===== src/include/ufc_pkg.sv =====
// Package with register map, field positions and timing constants for the flow-control UART
// Overview of operation
// - Break holds TX low thirteen bit periods
// - Seven or eight bit characters use one byte
// - Nine bit characters use two bytes, little-endian
// - RTS and CTS used only when enabled
// - RTS active low, CTS active low, pulled up
// - CTS deasserted stalls start of new characters
// - Buffer transmit times out, reports bytes accepted
// - After timeout one character stays pending
// - Single write fails with code 116 on timeout while stalled by CTS
// - Full buffer plus arrival deasserts RTS
// - Reads from buffer reassert RTS
// - Overflow character excluded from count, moved later
// - Zero-length buffer deasserts RTS per character
// - Seven to nine bits, parity, one or two stops
package ufc_pkg;
	// Register byte offsets
	localparam logic [7:0] OFS_CTRL = 8'h00;
	localparam logic [7:0] OFS_BAUD = 8'h04;
	localparam logic [7:0] OFS_TXDATA = 8'h08;
	localparam logic [7:0] OFS_RXDATA = 8'h0c;
	localparam logic [7:0] OFS_STATUS = 8'h10;
	localparam logic [7:0] OFS_TIMEOUT = 8'h14;
	localparam logic [7:0] OFS_TXCOUNT = 8'h18;
	localparam logic [7:0] OFS_RXCFG = 8'h1c;
	// Control field positions
	localparam int CTRL_BITS_LO = 0;
	localparam int CTRL_PAR_EN = 2;
	localparam int CTRL_PAR_ODD = 3;
	localparam int CTRL_STOP2 = 4;
	localparam int CTRL_RTS_EN = 5;
	localparam int CTRL_CTS_EN = 6;
	localparam int CTRL_BREAK = 7;
	localparam int CTRL_TXCLR = 8;
	// Character width codes
	localparam logic [1:0] BITS_7 = 2'h0;
	localparam logic [1:0] BITS_8 = 2'h1;
	localparam logic [1:0] BITS_9 = 2'h2;
	// Reset values
	localparam logic [8:0] CTRL_RST = 9'h001;
	localparam logic [15:0] BAUD_RST = 16'h06c8;
	localparam logic [31:0] TIMEOUT_RST = 32'h00030d40;
	localparam logic [4:0] RXLEN_RST = 5'h10;
	// Status field positions
	localparam int ST_TXBUSY = 0;
	localparam int ST_TIMEOUT = 1;
	localparam int ST_RTS_HELD = 2;
	localparam int ST_PENDING = 3;
	localparam int ST_CTS = 4;
	localparam int ST_ERRCODE_LO = 8;
	localparam int ST_RXCOUNT_LO = 16;
	// Error code for a timed-out single write
	localparam logic [7:0] ERR_TIMEDOUT = 8'h74;
	// Break length in bit periods
	localparam logic [3:0] BREAK_BITS = 4'hd;
	// Receive buffer depth
	localparam int RX_DEPTH = 16;
	localparam int RX_AW = 4;
	// Transmit engine states, Gray along the main path
	typedef enum logic [2:0] {
		TXS_IDLE = 3'h0,
		TXS_START = 3'h1,
		TXS_DATA = 3'h3,
		TXS_PAR = 3'h2,
		TXS_STOP = 3'h6,
		TXS_BRK = 3'h7
	} ufc_tx_state_t;
	// Receive engine states
	typedef enum logic [2:0] {
		RXS_IDLE = 3'h0,
		RXS_START = 3'h1,
		RXS_DATA = 3'h3,
		RXS_PAR = 3'h2,
		RXS_STOP = 3'h6
	} ufc_rx_state_t;
endpackage : ufc_pkg


===== src/verilog/ufc_mem.sv =====
// Receive character storage with registered read data
`timescale 1ns/1ps
`default_nettype none
module ufc_mem (
	input wire logic ref_clk, // Clock
	input wire logic we, // Write enable
	input wire logic [3:0] waddr, // Write address
	input wire logic [8:0] wdata, // Write data
	input wire logic [3:0] raddr, // Read address
	output logic [8:0] rdata // Registered read data
);
	logic [8:0] mem [0:15]; // Storage array

	// Write port
	always_ff @(posedge ref_clk)
	begin
		if (we)
		begin
			mem[waddr] <= wdata;
		end
	end

	// Registered read port
	always_ff @(posedge ref_clk)
	begin
		rdata <= mem[raddr];
	end
endmodule : ufc_mem
`default_nettype wire


===== src/verilog/ufc_skid.sv =====
// Two-entry valid/ready buffer for transmit characters
`timescale 1ns/1ps
`default_nettype none
module ufc_skid (
	input wire logic ref_clk, // Clock
	input wire logic arst_n, // Async reset, active low
	input wire logic clr, // Discard contents
	input wire logic in_valid, // Source has a word
	output logic in_ready, // Room for a word
	input wire logic [8:0] in_data, // Word in
	output logic out_valid, // Word available
	input wire logic out_ready, // Sink takes word
	output logic [8:0] out_data // Word out
);
	logic [8:0] slot0; // Head entry
	logic [8:0] slot1; // Second entry
	logic [1:0] cnt; // Entries held
	logic push; // Word accepted
	logic pop; // Word removed

	assign push = in_valid && in_ready;
	assign pop = out_valid && out_ready;
	assign in_ready = (cnt != 2'h2);
	assign out_valid = (cnt != 2'h0);
	assign out_data = slot0;

	// Entry count
	always_ff @(posedge ref_clk or negedge arst_n)
	begin
		if (!arst_n)
			cnt <= 2'h0;
		else if (clr)
			cnt <= 2'h0;
		else
			cnt <= cnt + {1'b0, push} - {1'b0, pop};
	end

	// Data shifting
	always_ff @(posedge ref_clk or negedge arst_n)
	begin
		if (!arst_n)
		begin
			slot0 <= 9'h000;
			slot1 <= 9'h000;
		end
		else
		begin
			if (pop)
				slot0 <= (cnt == 2'h2) ? slot1 : in_data;
			else if (push && cnt == 2'h0)
				slot0 <= in_data;
			if (push && ((cnt == 2'h1 && !pop) || (cnt == 2'h2)))
				slot1 <= in_data;
		end
	end
endmodule : ufc_skid
`default_nettype wire


===== src/verilog/ufc_uart.sv =====
// Flow-controlled UART with APB register access
//
// Design decisions made here: the APB slave port and the address map.
`timescale 1ns/1ps
`default_nettype none
module ufc_uart (
	input wire logic ref_clk, // 200 MHz clock
	input wire logic arst_n, // Async reset, active low
	input wire logic psel, // APB select
	input wire logic penable, // APB enable
	input wire logic pwrite, // APB direction
	input wire logic [7:0] paddr, // APB byte address
	input wire logic [31:0] pwdata, // APB write data
	output logic [31:0] prdata, // APB read data
	output logic pready, // APB ready
	output logic pslverr, // APB error
	output logic tx, // Serial out
	input wire logic rx, // Serial in
	output logic rts_n, // Request to send, active low
	input wire logic cts_n // Clear to send, active low, pulled up
);
	logic [8:0] ctrl; // Control register
	logic [15:0] baud_div; // Clocks per bit minus one
	logic [31:0] timeout; // Transmit timeout in clocks
	logic [4:0] rx_len; // Receive buffer length, 0 to 16
	logic rx_s1, rx_s2, cts_s1, cts_s2; // Pin synchronisers
	logic acc; // APB access cycle
	logic wr_acc, rd_acc; // Write or read access
	logic tx_lo_hold; // Low byte of nine-bit pair
	logic [7:0] tx_lo; // Held low byte
	logic ib_valid; // Character offered to buffer
	logic [8:0] ib_data; // Character offered
	logic ib_ready, ob_valid, ob_ready; // Buffer handshakes
	logic [8:0] ob_data; // Character leaving buffer
	logic [31:0] tx_count; // Bytes accepted this write
	logic [31:0] to_cnt; // Timeout counter
	logic to_flag; // Timeout occurred
	logic [7:0] err_code; // Last error code
	ufc_pkg::ufc_tx_state_t tx_st; // Transmit state
	logic [15:0] tx_tick; // Transmit bit timer
	logic [3:0] tx_bit; // Transmit bit index
	logic [8:0] tx_sh; // Transmit shift data
	logic tx_par; // Running transmit parity
	logic brk_req; // Break pending
	logic [3:0] nbits; // Data bits for current width
	logic cts_ok; // Transmission allowed
	ufc_pkg::ufc_rx_state_t rx_st; // Receive state
	logic [15:0] rx_tick; // Receive bit timer
	logic [3:0] rx_bit; // Receive bit index
	logic [8:0] rx_sh; // Receive shift data
	logic rx_done; // Character complete pulse
	logic [8:0] ovf_data; // Overflow hold character
	logic ovf_valid; // Overflow hold in use
	logic [3:0] wp, rp; // Buffer pointers
	logic [4:0] rx_cnt; // Characters stored
	logic [8:0] mem_rd; // Memory read data
	logic rx_hi_next; // Next read returns high byte
	logic pop; // Character removed by read
	logic mem_we; // Store a character
	logic [8:0] mem_wd; // Character stored

	assign acc = psel && penable;
	assign wr_acc = acc && pwrite;
	assign rd_acc = acc && !pwrite;
	assign nbits = (ctrl[1:0] == ufc_pkg::BITS_7) ? 4'h7 :
		(ctrl[1:0] == ufc_pkg::BITS_9) ? 4'h9 : 4'h8;
	// CTS ignored unless enabled; pulled-up idle reads deasserted
	assign cts_ok = !ctrl[ufc_pkg::CTRL_CTS_EN] || !cts_s2;

	// Pin synchronisers
	always_ff @(posedge ref_clk or negedge arst_n)
	begin
		if (!arst_n)
		begin
			rx_s1 <= 1'b1;
			rx_s2 <= 1'b1;
			cts_s1 <= 1'b1;
			cts_s2 <= 1'b1;
		end
		else
		begin
			rx_s1 <= rx;
			rx_s2 <= rx_s1;
			cts_s1 <= cts_n;
			cts_s2 <= cts_s1;
		end
	end

	// Configuration registers
	always_ff @(posedge ref_clk or negedge arst_n)
	begin
		if (!arst_n)
		begin
			ctrl <= ufc_pkg::CTRL_RST;
			baud_div <= ufc_pkg::BAUD_RST;
			timeout <= ufc_pkg::TIMEOUT_RST;
			rx_len <= ufc_pkg::RXLEN_RST;
		end
		else if (wr_acc)
		begin
			if (paddr == ufc_pkg::OFS_CTRL)
				ctrl <= {1'b0, pwdata[7:0]};
			else if (paddr == ufc_pkg::OFS_BAUD)
				baud_div <= pwdata[15:0];
			else if (paddr == ufc_pkg::OFS_TIMEOUT)
				timeout <= pwdata;
			else if (paddr == ufc_pkg::OFS_RXCFG)
				rx_len <= (pwdata[4:0] > 5'h10) ? 5'h10 : pwdata[4:0];
		end
		else
			ctrl[ufc_pkg::CTRL_BREAK] <= 1'b0;
	end

	// Transmit byte packing into characters
	always_ff @(posedge ref_clk or negedge arst_n)
	begin
		if (!arst_n)
		begin
			tx_lo_hold <= 1'b0;
			tx_lo <= 8'h00;
			ib_valid <= 1'b0;
			ib_data <= 9'h000;
		end
		else
		begin
			if (ib_valid && ib_ready)
				ib_valid <= 1'b0;
			if (wr_acc && paddr == ufc_pkg::OFS_TXDATA && !ib_valid)
			begin
				if (ctrl[1:0] == ufc_pkg::BITS_9 && !tx_lo_hold)
				begin
					tx_lo_hold <= 1'b1; // Low byte first
					tx_lo <= pwdata[7:0];
				end
				else if (ctrl[1:0] == ufc_pkg::BITS_9)
				begin
					tx_lo_hold <= 1'b0;
					ib_valid <= 1'b1;
					ib_data <= {pwdata[0], tx_lo}; // High byte bit 0
				end
				else
				begin
					ib_valid <= 1'b1; // One byte per character
					ib_data <= {1'b0, pwdata[7:0]};
				end
			end
		end
	end

	// Accepted byte count and timeout
	always_ff @(posedge ref_clk or negedge arst_n)
	begin
		if (!arst_n)
		begin
			tx_count <= 32'h0;
			to_cnt <= 32'h0;
			to_flag <= 1'b0;
			err_code <= 8'h00;
		end
		else if (wr_acc && paddr == ufc_pkg::OFS_CTRL && pwdata[ufc_pkg::CTRL_TXCLR])
		begin
			tx_count <= 32'h0;
			to_cnt <= 32'h0;
			// A timeout in the clearing cycle still sets the flag
			to_flag <= (ib_valid || ob_valid) && (to_cnt >= timeout);
			err_code <= ((ib_valid || ob_valid) && (to_cnt >= timeout) && !cts_ok) ?
				ufc_pkg::ERR_TIMEDOUT : 8'h00;
		end
		else
		begin
			if (wr_acc && paddr == ufc_pkg::OFS_TXDATA && !ib_valid)
				tx_count <= tx_count + 32'h1; // Pending bytes still counted
			if (ib_valid || ob_valid)
			begin
				if (to_cnt >= timeout)
				begin
					to_flag <= 1'b1; // Buffer write timed out
					if (!cts_ok)
						err_code <= ufc_pkg::ERR_TIMEDOUT; // Stalled by CTS
				end
				else
					to_cnt <= to_cnt + 32'h1;
			end
			else
				to_cnt <= 32'h0;
		end
	end

	ufc_skid u_skid (
		.ref_clk(ref_clk),
		.arst_n(arst_n),
		.clr(1'b0),
		.in_valid(ib_valid),
		.in_ready(ib_ready),
		.in_data(ib_data),
		.out_valid(ob_valid),
		.out_ready(ob_ready),
		.out_data(ob_data)
	);

	// Character leaves buffer only when a frame may start
	assign ob_ready = (tx_st == ufc_pkg::TXS_IDLE) && cts_ok && !brk_req;

	// Transmit engine
	always_ff @(posedge ref_clk or negedge arst_n)
	begin
		if (!arst_n)
		begin
			tx_st <= ufc_pkg::TXS_IDLE;
			tx_tick <= 16'h0;
			tx_bit <= 4'h0;
			tx_sh <= 9'h000;
			tx_par <= 1'b0;
			tx <= 1'b1;
			brk_req <= 1'b0;
		end
		else
		begin
			tx_tick <= (tx_tick == 16'h0) ? 16'h0 : tx_tick - 16'h1;
			case (tx_st)
				ufc_pkg::TXS_IDLE:
				begin
					tx <= 1'b1;
					if (brk_req)
					begin
						brk_req <= 1'b0;
						tx <= 1'b0; // Break drives line low
						tx_bit <= 4'h0;
						tx_tick <= baud_div;
						tx_st <= ufc_pkg::TXS_BRK;
					end
					else if (ob_valid && ob_ready)
					begin
						tx <= 1'b0; // Start bit
						tx_sh <= ob_data;
						tx_par <= ctrl[ufc_pkg::CTRL_PAR_ODD];
						tx_bit <= 4'h0;
						tx_tick <= baud_div;
						tx_st <= ufc_pkg::TXS_START;
					end
				end
				ufc_pkg::TXS_START, ufc_pkg::TXS_DATA:
				begin
					if (tx_tick == 16'h0)
					begin
						tx_tick <= baud_div;
						if (tx_st == ufc_pkg::TXS_DATA && tx_bit == nbits)
						begin
							tx <= ctrl[ufc_pkg::CTRL_PAR_EN] ? tx_par : 1'b1;
							tx_bit <= 4'h0;
							tx_st <= ctrl[ufc_pkg::CTRL_PAR_EN] ? ufc_pkg::TXS_PAR :
								ufc_pkg::TXS_STOP;
						end
						else
						begin
							tx <= tx_sh[0]; // LSB first
							tx_par <= tx_par ^ tx_sh[0];
							tx_sh <= {1'b0, tx_sh[8:1]};
							tx_bit <= tx_bit + 4'h1;
							tx_st <= ufc_pkg::TXS_DATA;
						end
					end
				end
				ufc_pkg::TXS_PAR:
				begin
					if (tx_tick == 16'h0)
					begin
						tx <= 1'b1;
						tx_tick <= baud_div;
						tx_st <= ufc_pkg::TXS_STOP;
					end
				end
				ufc_pkg::TXS_STOP:
				begin
					if (tx_tick == 16'h0)
					begin
						tx_tick <= baud_div;
						tx_bit <= tx_bit + 4'h1;
						if (tx_bit == {3'h0, ctrl[ufc_pkg::CTRL_STOP2]}) // One or two stops
							tx_st <= ufc_pkg::TXS_IDLE;
					end
				end
				ufc_pkg::TXS_BRK:
				begin
					if (tx_tick == 16'h0)
					begin
						tx_tick <= baud_div;
						tx_bit <= tx_bit + 4'h1;
						if (tx_bit == ufc_pkg::BREAK_BITS - 4'h1)
						begin
							tx <= 1'b1; // Back to idle after thirteen bits
							tx_st <= ufc_pkg::TXS_STOP;
							tx_bit <= 4'h0;
						end
					end
				end
				default:
					tx_st <= ufc_pkg::TXS_IDLE;
			endcase
			// New break request wins over the clear of an old one
			if (wr_acc && paddr == ufc_pkg::OFS_CTRL && pwdata[ufc_pkg::CTRL_BREAK])
				brk_req <= 1'b1;
		end
	end

	// Receive engine, samples mid-bit
	always_ff @(posedge ref_clk or negedge arst_n)
	begin
		if (!arst_n)
		begin
			rx_st <= ufc_pkg::RXS_IDLE;
			rx_tick <= 16'h0;
			rx_bit <= 4'h0;
			rx_sh <= 9'h000;
			rx_done <= 1'b0;
		end
		else
		begin
			rx_done <= 1'b0;
			rx_tick <= (rx_tick == 16'h0) ? 16'h0 : rx_tick - 16'h1;
			case (rx_st)
				ufc_pkg::RXS_IDLE:
				begin
					if (!rx_s2)
					begin
						rx_tick <= {1'b0, baud_div[15:1]};
						rx_st <= ufc_pkg::RXS_START;
					end
				end
				ufc_pkg::RXS_START:
				begin
					if (rx_tick == 16'h0)
					begin
						rx_tick <= baud_div;
						rx_bit <= 4'h0;
						rx_sh <= 9'h000;
						rx_st <= rx_s2 ? ufc_pkg::RXS_IDLE : ufc_pkg::RXS_DATA;
					end
				end
				ufc_pkg::RXS_DATA:
				begin
					if (rx_tick == 16'h0)
					begin
						rx_tick <= baud_div;
						rx_sh[rx_bit] <= rx_s2;
						rx_bit <= rx_bit + 4'h1;
						if (rx_bit == nbits - 4'h1)
							rx_st <= ctrl[ufc_pkg::CTRL_PAR_EN] ? ufc_pkg::RXS_PAR :
								ufc_pkg::RXS_STOP;
					end
				end
				ufc_pkg::RXS_PAR:
				begin
					if (rx_tick == 16'h0)
					begin
						rx_tick <= baud_div;
						rx_st <= ufc_pkg::RXS_STOP;
					end
				end
				ufc_pkg::RXS_STOP:
				begin
					if (rx_tick == 16'h0)
					begin
						rx_done <= rx_s2;
						rx_st <= ufc_pkg::RXS_IDLE;
					end
				end
				default:
					rx_st <= ufc_pkg::RXS_IDLE;
			endcase
		end
	end

	// Read of a whole character pops it; nine-bit needs the high byte read
	assign pop = rd_acc && paddr == ufc_pkg::OFS_RXDATA && rx_cnt != 5'h0 &&
		(ctrl[1:0] != ufc_pkg::BITS_9 || rx_hi_next);
	// Store new character, or overflow hold once space frees
	assign mem_we = (rx_cnt < rx_len || (pop && rx_cnt == rx_len)) && (ovf_valid || rx_done);
	assign mem_wd = ovf_valid ? ovf_data : rx_sh;

	ufc_mem u_mem (
		.ref_clk(ref_clk),
		.we(mem_we),
		.waddr(wp),
		.wdata(mem_wd),
		.raddr(pop ? rp + 4'h1 : rp),
		.rdata(mem_rd)
	);

	// Receive buffer, overflow hold and RTS
	always_ff @(posedge ref_clk or negedge arst_n)
	begin
		if (!arst_n)
		begin
			wp <= 4'h0;
			rp <= 4'h0;
			rx_cnt <= 5'h0;
			ovf_valid <= 1'b0;
			ovf_data <= 9'h000;
			rx_hi_next <= 1'b0;
			rts_n <= 1'b1;
		end
		else
		begin
			if (mem_we)
				wp <= wp + 4'h1;
			if (pop)
				rp <= rp + 4'h1;
			rx_cnt <= rx_cnt + {4'h0, mem_we} - {4'h0, pop};
			if (ovf_valid && mem_we)
				ovf_valid <= rx_done; // New arrival takes the freed hold
			// Read of the held character with no buffer frees the hold
			if (rd_acc && paddr == ufc_pkg::OFS_RXDATA && rx_cnt == 5'h0 && !mem_we &&
				(ctrl[1:0] != ufc_pkg::BITS_9 || rx_hi_next))
				ovf_valid <= 1'b0;
			if (rx_done && !(mem_we && !ovf_valid))
			begin
				ovf_valid <= 1'b1; // Held, not counted
				ovf_data <= rx_sh;
			end
			if (rd_acc && paddr == ufc_pkg::OFS_RXDATA && ctrl[1:0] == ufc_pkg::BITS_9 &&
				(rx_cnt != 5'h0 || ovf_valid))
				rx_hi_next <= !rx_hi_next;
			if (!ctrl[ufc_pkg::CTRL_RTS_EN])
				rts_n <= 1'b0; // Not driven as handshake when disabled
			else if (rx_done && (rx_cnt == rx_len || ovf_valid))
				rts_n <= 1'b1; // Arrival into full buffer deasserts
			else if (pop || (rx_len == 5'h0 && rd_acc && paddr == ufc_pkg::OFS_RXDATA))
				rts_n <= 1'b0; // Reads reassert
		end
	end

	// Zero-length buffer: overflow hold is the only storage, freed by read
	// APB slave, zero wait states
	always_ff @(posedge ref_clk or negedge arst_n)
	begin
		if (!arst_n)
		begin
			prdata <= 32'h0;
			pready <= 1'b0;
			pslverr <= 1'b0;
		end
		else
		begin
			pready <= psel && !penable;
			pslverr <= 1'b0;
			prdata <= 32'h0;
			if (psel && !penable)
			begin
				if (paddr == ufc_pkg::OFS_CTRL)
					prdata <= {23'h0, ctrl};
				else if (paddr == ufc_pkg::OFS_BAUD)
					prdata <= {16'h0, baud_div};
				else if (paddr == ufc_pkg::OFS_RXDATA)
					prdata <= (rx_cnt == 5'h0) ? {23'h0, ovf_data} :
						rx_hi_next ? {31'h0, mem_rd[8]} : {24'h0, mem_rd[7:0]};
				else if (paddr == ufc_pkg::OFS_STATUS)
					prdata <= {11'h0, rx_cnt, err_code, 3'h0, !cts_s2, ob_valid,
						rts_n, to_flag, tx_st != ufc_pkg::TXS_IDLE};
				else if (paddr == ufc_pkg::OFS_TIMEOUT)
					prdata <= timeout;
				else if (paddr == ufc_pkg::OFS_TXCOUNT)
					prdata <= tx_count;
				else if (paddr == ufc_pkg::OFS_RXCFG)
					prdata <= {27'h0, rx_len};
				else if (paddr != ufc_pkg::OFS_TXDATA)
					pslverr <= 1'b1; // Unmapped address
			end
		end
	end
endmodule : ufc_uart
`default_nettype wire


===== config.mk =====
export PLATFORM = sky130hd
export DESIGN_NAME = ufc_uart
export DESIGN_NICKNAME = d
export VERILOG_FILES = /design/src/include/ufc_pkg.sv /design/src/verilog/ufc_mem.sv /design/src/verilog/ufc_skid.sv /design/src/verilog/ufc_uart.sv
export SDC_FILE = /design/constraint.sdc
export NUM_CORES = 1
export LEC_CHECK = 0
export BUFFER_PORTS_ARGS = -buffer_cell sky130_fd_sc_hd__buf_2
export CORE_MARGIN = 2
export CORE_UTILIZATION = 60
export DETAILED_ROUTE_END_ITERATION = 7
export GPL_ROUTABILITY_DRIVEN = 1
export PLACE_DENSITY = 0.78
export SLEW_MARGIN = 20
export SYNTH_ARGS = -nofsm -noshare
export SYNTH_HDL_FRONTEND = slang
export SYNTH_SLANG_ARGS = --single-unit

===== constraint.sdc =====
create_clock -name ref_clk -period 4.6 [get_ports ref_clk]
set_clock_uncertainty 0.05 [all_clocks]
set_input_delay 0.46 -clock ref_clk [delete_from_list [all_inputs] [get_ports ref_clk]]
set_output_delay 0.46 -clock ref_clk [all_outputs]
set_load 0.05 [all_outputs]

## After elaboration in Yosys (flattened, before gate mapping)

Memories as Yosys holds them, arrays and structs flattened. A register that Yosys moved wholly into a read port is not among the register bits.
Index checks and enable logic that the tools add are counted.

| storage, ports and cells | value |
|---|---|
| input bits | 47 |
| output and inout bits | 36 |
| bits in registers | 304 |
| bits in writable memories | 144 |
| memories | 1 |

Memory list:

| memory | depth | width | read ports | clocked after Yosys merged registers in | write ports | RTL line | source |
|---|---|---|---|---|---|---|---|
| u_mem.mem | 16 | 9 | 1 | 1 | 1 | ufc_mem.sv:12 | `logic [8:0] mem [0:15];` |

| operators by class | value |
|---|---|
| equal/unequal tests | 47 |
| $add $sub $neg | 13 |
| muxes and demuxes | 124 |
| $lt $le $gt $ge | 5 |
| bitwise operators | 5 |
| reduce and logical (&&, ||, !) cells | 100 |

Operators by type and width:

| operator | count |
|---|---|
| $mux W32 | 12 |
| $mux W16 | 7 |
| $mux W9 | 12 |
| $add A32 B1 Y32 const B | 2 |
| $pmux W16 S2 | 2 |
| $mux W3 | 16 |
| $mux W8 | 6 |
| $mux W1 | 44 |
| $mux W4 | 11 |
| $logic_and A1 B1 Y1 | 37 |
| $pmux W9 S2 | 2 |
| $eq A8 B5 Y1 const B | 4 |
| $ge A32 B32 Y1 | 1 |
| $logic_not A16 Y1 | 2 |
| $ne A2 B2 Y1 const B | 16 |
| $sub A16 B1 Y16 const B | 2 |
| $pmux W3 S5 | 2 |
| $reduce_and A5 Y1 | 4 |
| $reduce_bool A2 Y1 | 9 |
| $add A4 B1 Y4 const B | 4 |
| $eq A8 B4 Y1 const B | 2 |
| $pmux W4 S4 | 1 |
| $logic_not A1 Y1 | 13 |
| $eq A3 B2 Y1 const B | 4 |
| 49 further kinds | 79 |

## Longest topological paths before layout

Gate-level depths: netlist of run 1.

| depth | value |
|---|---|
| word-level depth | 13 |
| mapped depth | 16 |
| mapped depth without buffers | 16 |

## Cells and area by module

Synthesis of run 1 repeated with hierarchy kept, for this count alone.

| second synthesis, totals | value |
|---|---|
| cells, all modules | 1,803 |
| area total of the unflattened synthesis | 21,181.6 um^2 |

By module, submodules not included:

| module | cells an instance | area an instance (um^2) | times used | sequential area each (um^2) |
|---|---|---|---|---|
| ufc_uart | 1,452 | 14,400.1 | 1 | 6,955.4 |
| ufc_mem | 254 | 5,780.5 | 1 | 4,504.3 |
| ufc_skid | 97 | 1,001.0 | 1 | 500.5 |

## Worst setup path after synthesis of run 1

OpenSTA, ideal clock, no wires.

| timing | value |
|---|---|
| path kind | input -> register |
| start point | in paddr[3] |
| end point | reg rx_cnt[4] |
| setup slack | 1.176 ns |
| data required time | 4.427 ns |
| stages on the path | 16 |
| library setup time | 0.123 ns |
| data arrival time | 3.251 ns |
| path buffers | 2 |
| cells stage by stage | buf_2 -> and4bb_2 -> nand4_1 -> buf_2 -> nor2_1 -> a21oi_1 -> nor2_1 -> inv_2 -> ha_1 -> inv_1 -> ha_1 -> fa_1 -> a21oi_1 -> nor2_1 -> nor2_1 -> xnor2_1 |

| between the ends | value |
|---|---|
| longest elaborated chain between the ends | 9 |

RTL lines:

| what | RTL line | source |
|---|---|---|
| start: declaration | ufc_uart.sv:12 | `input wire logic [7:0] paddr,` |
| $eq A8 B4 Y1 (*) | ufc_uart.sv:375 | `assign pop = rd_acc && paddr == ufc_pkg::OFS_RXDATA && rx_cnt != 5'h0 &&` |
| $logic_and A1 B1 Y1 (*) (3 in series) | ufc_uart.sv:375 |  |
| $logic_and A1 B1 Y1 | ufc_uart.sv:378 | `assign mem_we = (rx_cnt < rx_len \|\| (pop && rx_cnt == rx_len)) && (ovf_valid \|\| rx_done);` |
| $logic_or A1 B1 Y1 | ufc_uart.sv:378 |  |
| $logic_and A1 B1 Y1 | ufc_uart.sv:378 |  |
| $add A5 B1 Y5 | ufc_uart.sv:409 | `rx_cnt <= rx_cnt + {4'h0, mem_we} - {4'h0, pop};` |
| $sub A5 B1 Y5 (*) | ufc_uart.sv:409 |  |
| end signal: assignment | ufc_uart.sv:409 |  |
| end: declaration | ufc_uart.sv:55 | `logic [4:0] rx_cnt;` |

Mark *: on every way between the ends. The rest lies on a longest branch, timed or not.
A chain may end at the register's enable or synchronous reset.

## Worst setup path in the final report of run 1

| timing | value |
|---|---|
| start point | reg rx_len[4] |
| end point | reg rx_cnt[4] |

| between the ends | value |
|---|---|
| longest elaborated chain between the ends | 6 |

RTL lines:

| what | RTL line | source |
|---|---|---|
| start: declaration | ufc_uart.sv:25 | `logic [4:0] rx_len;` |
| start signal: assignment | ufc_uart.sv:97 | `rx_len <= ufc_pkg::RXLEN_RST;` |
| start signal: assignment | ufc_uart.sv:108 | `rx_len <= (pwdata[4:0] > 5'h10) ? 5'h10 : pwdata[4:0];` |
| parallel branches: the longest is 2 deep, another holds $lt A5 B5 Y1 | - |  |
| $logic_or A1 B1 Y1 (*) | ufc_uart.sv:378 |  |
| $logic_and A1 B1 Y1 (*) | ufc_uart.sv:378 |  |
| $add A5 B1 Y5 (*) | ufc_uart.sv:409 |  |
| $sub A5 B1 Y5 (*) | ufc_uart.sv:409 |  |

Mark *: on every way between the ends.

==> results.cfg, run 1 <==
[clocking]
insertion_delay_ns = 0.61
cts.clk_slew.worst_paths_ns = 0.06
cts_made_buffers = 48
clockBufferDepth = 3
clock-root-buffer = clkbuf_16
cts_tree = done
htree_levels = 2
clkSinkCount = 450
cts_resized = 0

[pwr]
p_int_uw = 7120
power_density_nw_per_um2 = 406
leakagePower_uw = 0.0101
max-vdd-ir-drop_uv = 454
pwr-share-clk_pct = 39.2
p_sw_share_pct = 27.8
switchingPower_uw = 2740
seq_power_share_pct = 47.9
combinationalPowerShare_pct = 12.9

[placement]
dp_slack_ns = 0.859
dp_hpwl_um = 38600
place_area_sq_um = 22700
port_buffers = 82
gp_congestion = 0.934

[floorplan]
ioPinCount = 83
start_util_pct = 61.0
core_area_sq_um = 35700
die_h_um = 194
dieArea_sq_um = 37800
rows = 69
die_w_um = 194

[worst_hold_path]
holdPathStages = 2
hold_class = input port to register

[timing]
tightest_slew_ns = 1.07
slew_headroom_pct = 28.1
rsz0062_at_grt = no
final_hold_viol_count = 0
post-route-period-util_pct = 77.2
fin_tns_setup_ns = 0
setup_viol = 0
setup_slack_ns = 1.05
fmax_mhz = 281
slew_violations = 0
fin_crit_ns = 3.55

[routing]
viasPerCell = 6.44
dr_total_vias = 16500
drc = 5
wl_met1_um = 23100
firstDrtPassIters = 8
top_layer = met4
wl_per_cell_um = 21.9
drtIter0Drc = 1790
routed_wl_um = 56300
wl_met3_um = 4640
antenna_left = 0
wl_met2_um = 26500

[final_layout]
layout-drive-gt1-share_pct = 16.5
syn2layout_area_growth_pct = 11.7
fillCellCount = 2553
n_antenna_cell = 0
finish.net_count = 2171
multi_input_area_sq_um = 9100
final_area_sq_um = 24300
seqCellArea_sq_um = 12000

[run_status]
status = finished with violations
violations = DRC

[run]
drv_cap = 0

[critical_path]
critPathRequiredTime_ns = 5.07
cp_num_buf_inv = 4
cp_data_arrival_time_ns = 4.02
crit_cells = 17
end_kind = register
critPathKind = register to register
crit_chain = inv_1 > ha_1 > nand4_1 > nor2_1 > a211oi_1 > a21oi_1 > nor2_1 > buf_4 > inv_2 > ha_1 > inv_1 > ha_1 > fa_1 > a21oi_1 > nor2_1 > nor2_1 > xnor2_1
path_max_fanout = 8
worst_path_most_repeated_cell = nor2_1
start_kind = register
max_stage_delay_ns = 0.56
crit_slowest_cell = dfstp_2
worst_r2r_path_depth = 17
cp_top_family = adder cells

[synthesis]
synth_warnings = 0
synth_common_cells = 278 x dfrtp_1, 233 x nand2_1, 146 x nor2_1
synth_ff_type = dfrtp_1
synth.area.top_cells = dfrtp_1 32%, edfxtp_1 20%, mux2_2 4.8%, nand2_1 4.0%, ha_1 3.5%
async_reset_ff_share_pct = 66.0
netlist_area_sq_um = 21700
synth-edff-count = 144
yosys_register_bits = 450
yosysTopAreaCell = dfrtp_1
yosysMostFrequentCell = dfrtp_1
synthCells = 1980
netlist.area_leader.share_pct = 32.0
synth.distinct_cells = 89
syn-mean-instance-area_sq_um = 11.0
ys_seq_area_share_pct = 55.0
syn_nets = 2089

[global_routing]
grt_pass1_vias = 16200
grt_first_pass_wirelength_um = 89400
grt_usage_pct = 30.1
grt_max_degree = 114
grt_overflow_total = 0
grt_antenna_before_repair = 2
-- registers in the layout, summed over array words and instances, names as in the netlist, 8 cells and up --
signal and cells:
u_mem.mem 144, prdata 32, timeout 32, to_cnt 32
tx_count 32, baud_div 16, rx_tick 16, tx_tick 16
ib_data 9, ovf_data 9, rx_sh 9, tx_sh 9
u_mem.rdata 9, u_skid.out_data 9, u_skid.slot1 9, ctrl 8
tx_lo 8
-- stage by stage --
step                      util (%)  hold slack, ns  cells  power [uW]
final                         68.1          0.0448   2563        9860
after CTS                     68.1          0.0335   2563        9880
after global placement        63.5           0.299   2470        5960
after floorplan                  -           0.114   1980        5600
after detailed placement      63.6           0.299   2470        6030
after global routing          68.1          0.0381   2563       10300
-- kinds of logic (layout without fill, tap and decap cells) --
| group | Yosys count | in the layout | share of synthesized area [%] |
|---|---|---|---|
| adders and majority gates | 62 | 62 | 3.60 |
| xor gates and xnor gates | 68 | 68 | 2.74 |
| AOI/OAI and AO/OA | 427 | 427 | 13.2 |
| and+or+nand+nor | 671 | 671 | 15.6 |
| DFF | 450 | 450 | 55.0 |
| muxes | 131 | 131 | 6.56 |
| buffers and inverters | 171 | 293 | 3.23 |
-- layout make-up --
cell class	instances	area share, %
Timing Repair Buffer	120	3.04
Multi-Input combinational cell	1359	37.5
Sequential cell	450	49.3
Tap cell	461	2.38
Clock inverter	28	1.19
Clock buffer	62	5.31
Inverter	83	1.29
-- worst register-to-register path, cell delays in order (launching register included) --
cell,delay [ns]
dfstp_2,0.56
inv_1,0.05
ha_1,0.31
nand4_1,0.13
nor2_1,0.06
a211oi_1,0.35
a21oi_1,0.12
nor2_1,0.15
buf_4,0.18
inv_2,0.08
ha_1,0.28
inv_1,0.04
ha_1,0.20
fa_1,0.41
a21oi_1,0.17
nor2_1,0.05
nor2_1,0.12
xnor2_1,0.15
-- metal layers --
metal | vias up | global-route usage (%)
li1 | 7426 | -
met4 | 0 | 11.5
met3 | 143 | 5.87
met2 | 800 | 48.3
met5 | - | 0
met1 | 8140 | 40.8
-- power groups by stage --
stage	clock, uW	combinational (uW)	sequential (uW)
2_1_floorplan	0	905	4700
3_3_place_gp	0	1190	4770
3_5_place_dp	0	1250	4790
4_1_cts	3900	1270	4720
5_1_grt	4080	1430	4760
6_report	3870	1270	4720
-- cell usage in the layout (no fill, tap or decap), types with 24 or more instances in the layout --
| master | Yosys | layout |
|---|---|---|
| dfrtp_1 | 278 | 278 |
| nand2_1 | 233 | 233 |
| nor2_1 | 146 | 146 |
| edfxtp_1 | 144 | 144 |
| o21ai_0 | 102 | 102 |
| a21oi_1 | 95 | 94 |
| mux2_2 | 92 | 92 |
| inv_1 | 81 | 81 |
| buf_2 | 12 | 81 |
| nand3_1 | 64 | 64 |
| ha_1 | 61 | 61 |
| clkbuf_16 | 0 | 48 |
| xnor2_1 | 43 | 43 |
| mux2i_1 | 39 | 39 |
| a22oi_1 | 35 | 35 |
| buf_4 | 3 | 33 |
| nand4_1 | 28 | 28 |
| xor2_1 | 25 | 25 |
| and3_1 | 24 | 24 |
| o31ai_1 | 25 | 24 |
-- worst paths after layout --
| kind | start | to | slack [ns] |
|---|---|---|---|
| max | rx_len[4]$_DFFE_PN1P_ | rx_cnt[4]$_DFF_PN0_ | 1.05 |
| min | pwdata[27] | timeout[27]$_DFFE_PN0P_ | 0.04 |
| max reg2reg | rx_len[4]$_DFFE_PN1P_ | rx_cnt[4]$_DFF_PN0_ | 1.05 |
| min reg2reg | cts_s1$_DFF_PN1_ | cts_s2$_DFF_PN1_ | 0.31 |
| max in group asynchronous | arst_n | timeout[17]$_DFFE_PN1P_ | 2.99 |
| min in group asynchronous | arst_n | tx_sh[2]$_DFFE_PN0P_ | 0.48 |
-- timing repair --
action                                  in CTS  in global routing
endpoints found under the hold margin      105                  0
hold buffers                                 3                  0
endpoints found under the setup margin       0                  0
buffers inserted                             0                  0
Note: power is estimated with default switching activity, not from simulation.
==> inputs of run 2 (changes only) <==
--- a/config.mk
+++ b/config.mk
@@ -5,6 +5,7 @@
 export SDC_FILE = /design/constraint.sdc
 export NUM_CORES = 1
 export LEC_CHECK = 0
+export ABC_AREA = 1
 export BUFFER_PORTS_ARGS = -buffer_cell sky130_fd_sc_hd__buf_2
 export CORE_MARGIN = 2
 export CORE_UTILIZATION = 60
==> constraint.sdc (replaced) <==
create_clock -name ref_clk -period 3.6 [get_ports ref_clk]
set_clock_uncertainty 0.05 [all_clocks]
set_input_delay 0.36 -clock ref_clk [delete_from_list [all_inputs] [get_ports ref_clk]]
set_output_delay 0.36 -clock ref_clk [all_outputs]
set_load 0.05 [all_outputs]
==> run 2 against run 1 <==
Compared with the run above:
- synthesized cell count up 34%
- non-clock buffer count up 14
- largest cell class unchanged
- flip-flop and latch count unchanged
- the run now ends clean
- cell area up 7.2%
- largest power group unchanged
- highest routed layer unchanged
- critical endpoint unchanged
- routed wire length up 12%
==> results.cfg, run 2 <==
[run_status]
status = finished clean

[worst_hold_path]
hold_class = input port to register
min_from = pwdata[18]
holdPathStages = 3

[critical_path]
worst_r2r_path_depth = 15
r2r_start = rx_len[4]$_DFFE_PN1P_
start_kind = register
crit_start = rx_len[4]$_DFFE_PN1P_
path_max_fanout = 6
end_kind = register
critPathRequiredTime_ns = 4.06
cp_data_arrival_time_ns = 3.53
critPathKind = register to register

[placement]
dp_slack_ns = 0.555
gp_congestion = 0.952
port_buffers = 82
dp_hpwl_um = 44100

[timing]
setup_slack_ns = 0.539
fmax_mhz = 327
fin_crit_ns = 3.06
post-route-period-util_pct = 85.0
slew_violations = 0
tightest_slew_ns = 1.06
fin_tns_setup_ns = 0
slew_headroom_pct = 29.3
setup_viol = 0
final_hold_viol_count = 0
rsz0062_at_grt = no

[final_layout]
finish.net_count = 2859
fillCellCount = 3034
multi_input_area_sq_um = 9370
largest_reg_flops = 144
final_common_cell = nand2_1
syn2layout_area_growth_pct = 12.2
layout-drive-gt1-share_pct = 10.6
final_cell_mix = 515 x nand2_1, 375 x inv_1, 278 x dfrtp_1
max_flop_register = u_mem.mem
utilization_pct = 67.8
seqCellArea_sq_um = 12000

[global_routing]
grt_pass1_vias = 18700
grt_overflow_total = 0
grt_first_pass_wirelength_um = 100000
grt_usage_pct = 31.4
grt_max_degree = 94
grt_antenna_before_repair = 1

[floorplan]
rows = 72
dieArea_sq_um = 40200
start_util_pct = 60.4
core_area_sq_um = 38400
die_h_um = 201
ioPinCount = 83
die_w_um = 201

[clocking]
cts_resized = 0
post_cts_buffers = 0
hold_buffers = 25
clkSinkCount = 450
cts_made_buffers = 47
cts.clk_slew.worst_paths_ns = 0.06
htree_levels = 2
insertion_delay_ns = 0.59
clock-root-buffer = clkbuf_16
clockBufferDepth = 3
cts_tree = done

[synthesis]
yosysMostFrequentCell = nand2_1
async_reset_ff_share_pct = 66.0
syn_nets = 2764
synth-edff-count = 144
yosysTopAreaCell = dfrtp_1
netlist_area_sq_um = 23200
synthCells = 2655
synth_warnings = 0
netlist.area_leader.share_pct = 30.0
synth_ff_type = dfrtp_1
synth.area.top_cells = dfrtp_1 30%, edfxtp_1 19%, nand2_1 8.4%, inv_1 6.1%, nand3_1 5.3%
ys_seq_area_share_pct = 51.6
yosys_register_bits = 450
synth.distinct_cells = 63
synth_common_cells = 516 x nand2_1, 375 x inv_1, 278 x dfrtp_1
syn-mean-instance-area_sq_um = 8.73

[routing]
viasPerCell = 5.86
firstDrtPassIters = 6
dr_total_vias = 19400
antenna_left = 0
drc = 0
routed_wl_um = 63100
drtIter0Drc = 2053
wl_per_cell_um = 19.1

[pwr]
leakagePower_uw = 0.0120
power_density_nw_per_um2 = 528
max-vdd-ir-drop_uv = 333

[run]
drv_cap = 0
[run 2: worst max-delay path, cell delays in order, from the launching register on]
cell and delay [ns]:
dfstp_2 0.53, inv_1 0.06, ha_1 0.29, nand2_1 0.07, nor2_1 0.14, nand2_1 0.10
o21ai_2 0.16, o21ai_2 0.14, ha_1 0.31, inv_1 0.04, ha_1 0.20, fa_1 0.41
a21oi_1 0.17, nor2_1 0.05, nor2_1 0.10, xor2_1 0.16
[run 2: stage by stage]
step,area (sq um),hold slack [ns],std cells,total power [uW]
6_report,26000,0.0239,3308,13700
5_1_grt,26000,0.0197,3308,14400
4_1_cts,26000,0.00575,3307,13700
3_5_place_dp,24100,0.301,3194,8510
3_3_place_gp,24100,0.299,3194,8380
2_1_floorplan,23200,0.0144,2655,7810
[run 2: final cells by class]
class	count	share of cell area (%)
timing repair buffer	134	3.45
multi-input combinational	1728	36.0
antenna	1	0.00962
inverter	389	5.64
clock buffer	66	5.22
tap	518	2.49
clock inverter	22	1.18
sequential	450	46.0
[run 2: layer usage]
layer / global-route usage [%] / share of wire [%] / routed length, um
met5: 0 / 0 / 0
met4: 13.6 / 4.0 / 2500
met3: 5.16 / 8.3 / 5240
met2: 49.5 / 46 / 29000
met1: 43.6 / 42 / 26300
[run 2: final timing paths]
check	end	slack, ns
min in group asynchronous	tx_sh[4]$_DFFE_PN0P_	0.35
max reg2reg	rx_cnt[4]$_DFF_PN0_	0.54
max in group asynchronous	timeout[10]$_DFFE_PN1P_	2.13
min reg2reg	rx_s2$_DFF_PN1_	0.30
max	rx_cnt[4]$_DFF_PN0_	0.54
min	timeout[18]$_DFFE_PN0P_	0.02
[run 2: logic make-up after synthesis]
group	count (synthesis)	synth area share (%)
and+or+nand+nor	1175	23.5
xor gates and xnor gates	69	2.70
muxes	8	0.389
buffers and inverters	477	8.21
DFF	450	51.6
adders and majority gates	62	3.38
AOI/OAI and AO/OA	414	10.2
[run 2: power breakdown]
group          internal [uW]  leakage [uW]  switching [uW]  total, uW
sequential              5710       0.00496             499       6210
clock                   3140      0.000802            2080       5220
combinational            866       0.00624            1440       2310
total                   9710        0.0120            4010      13700
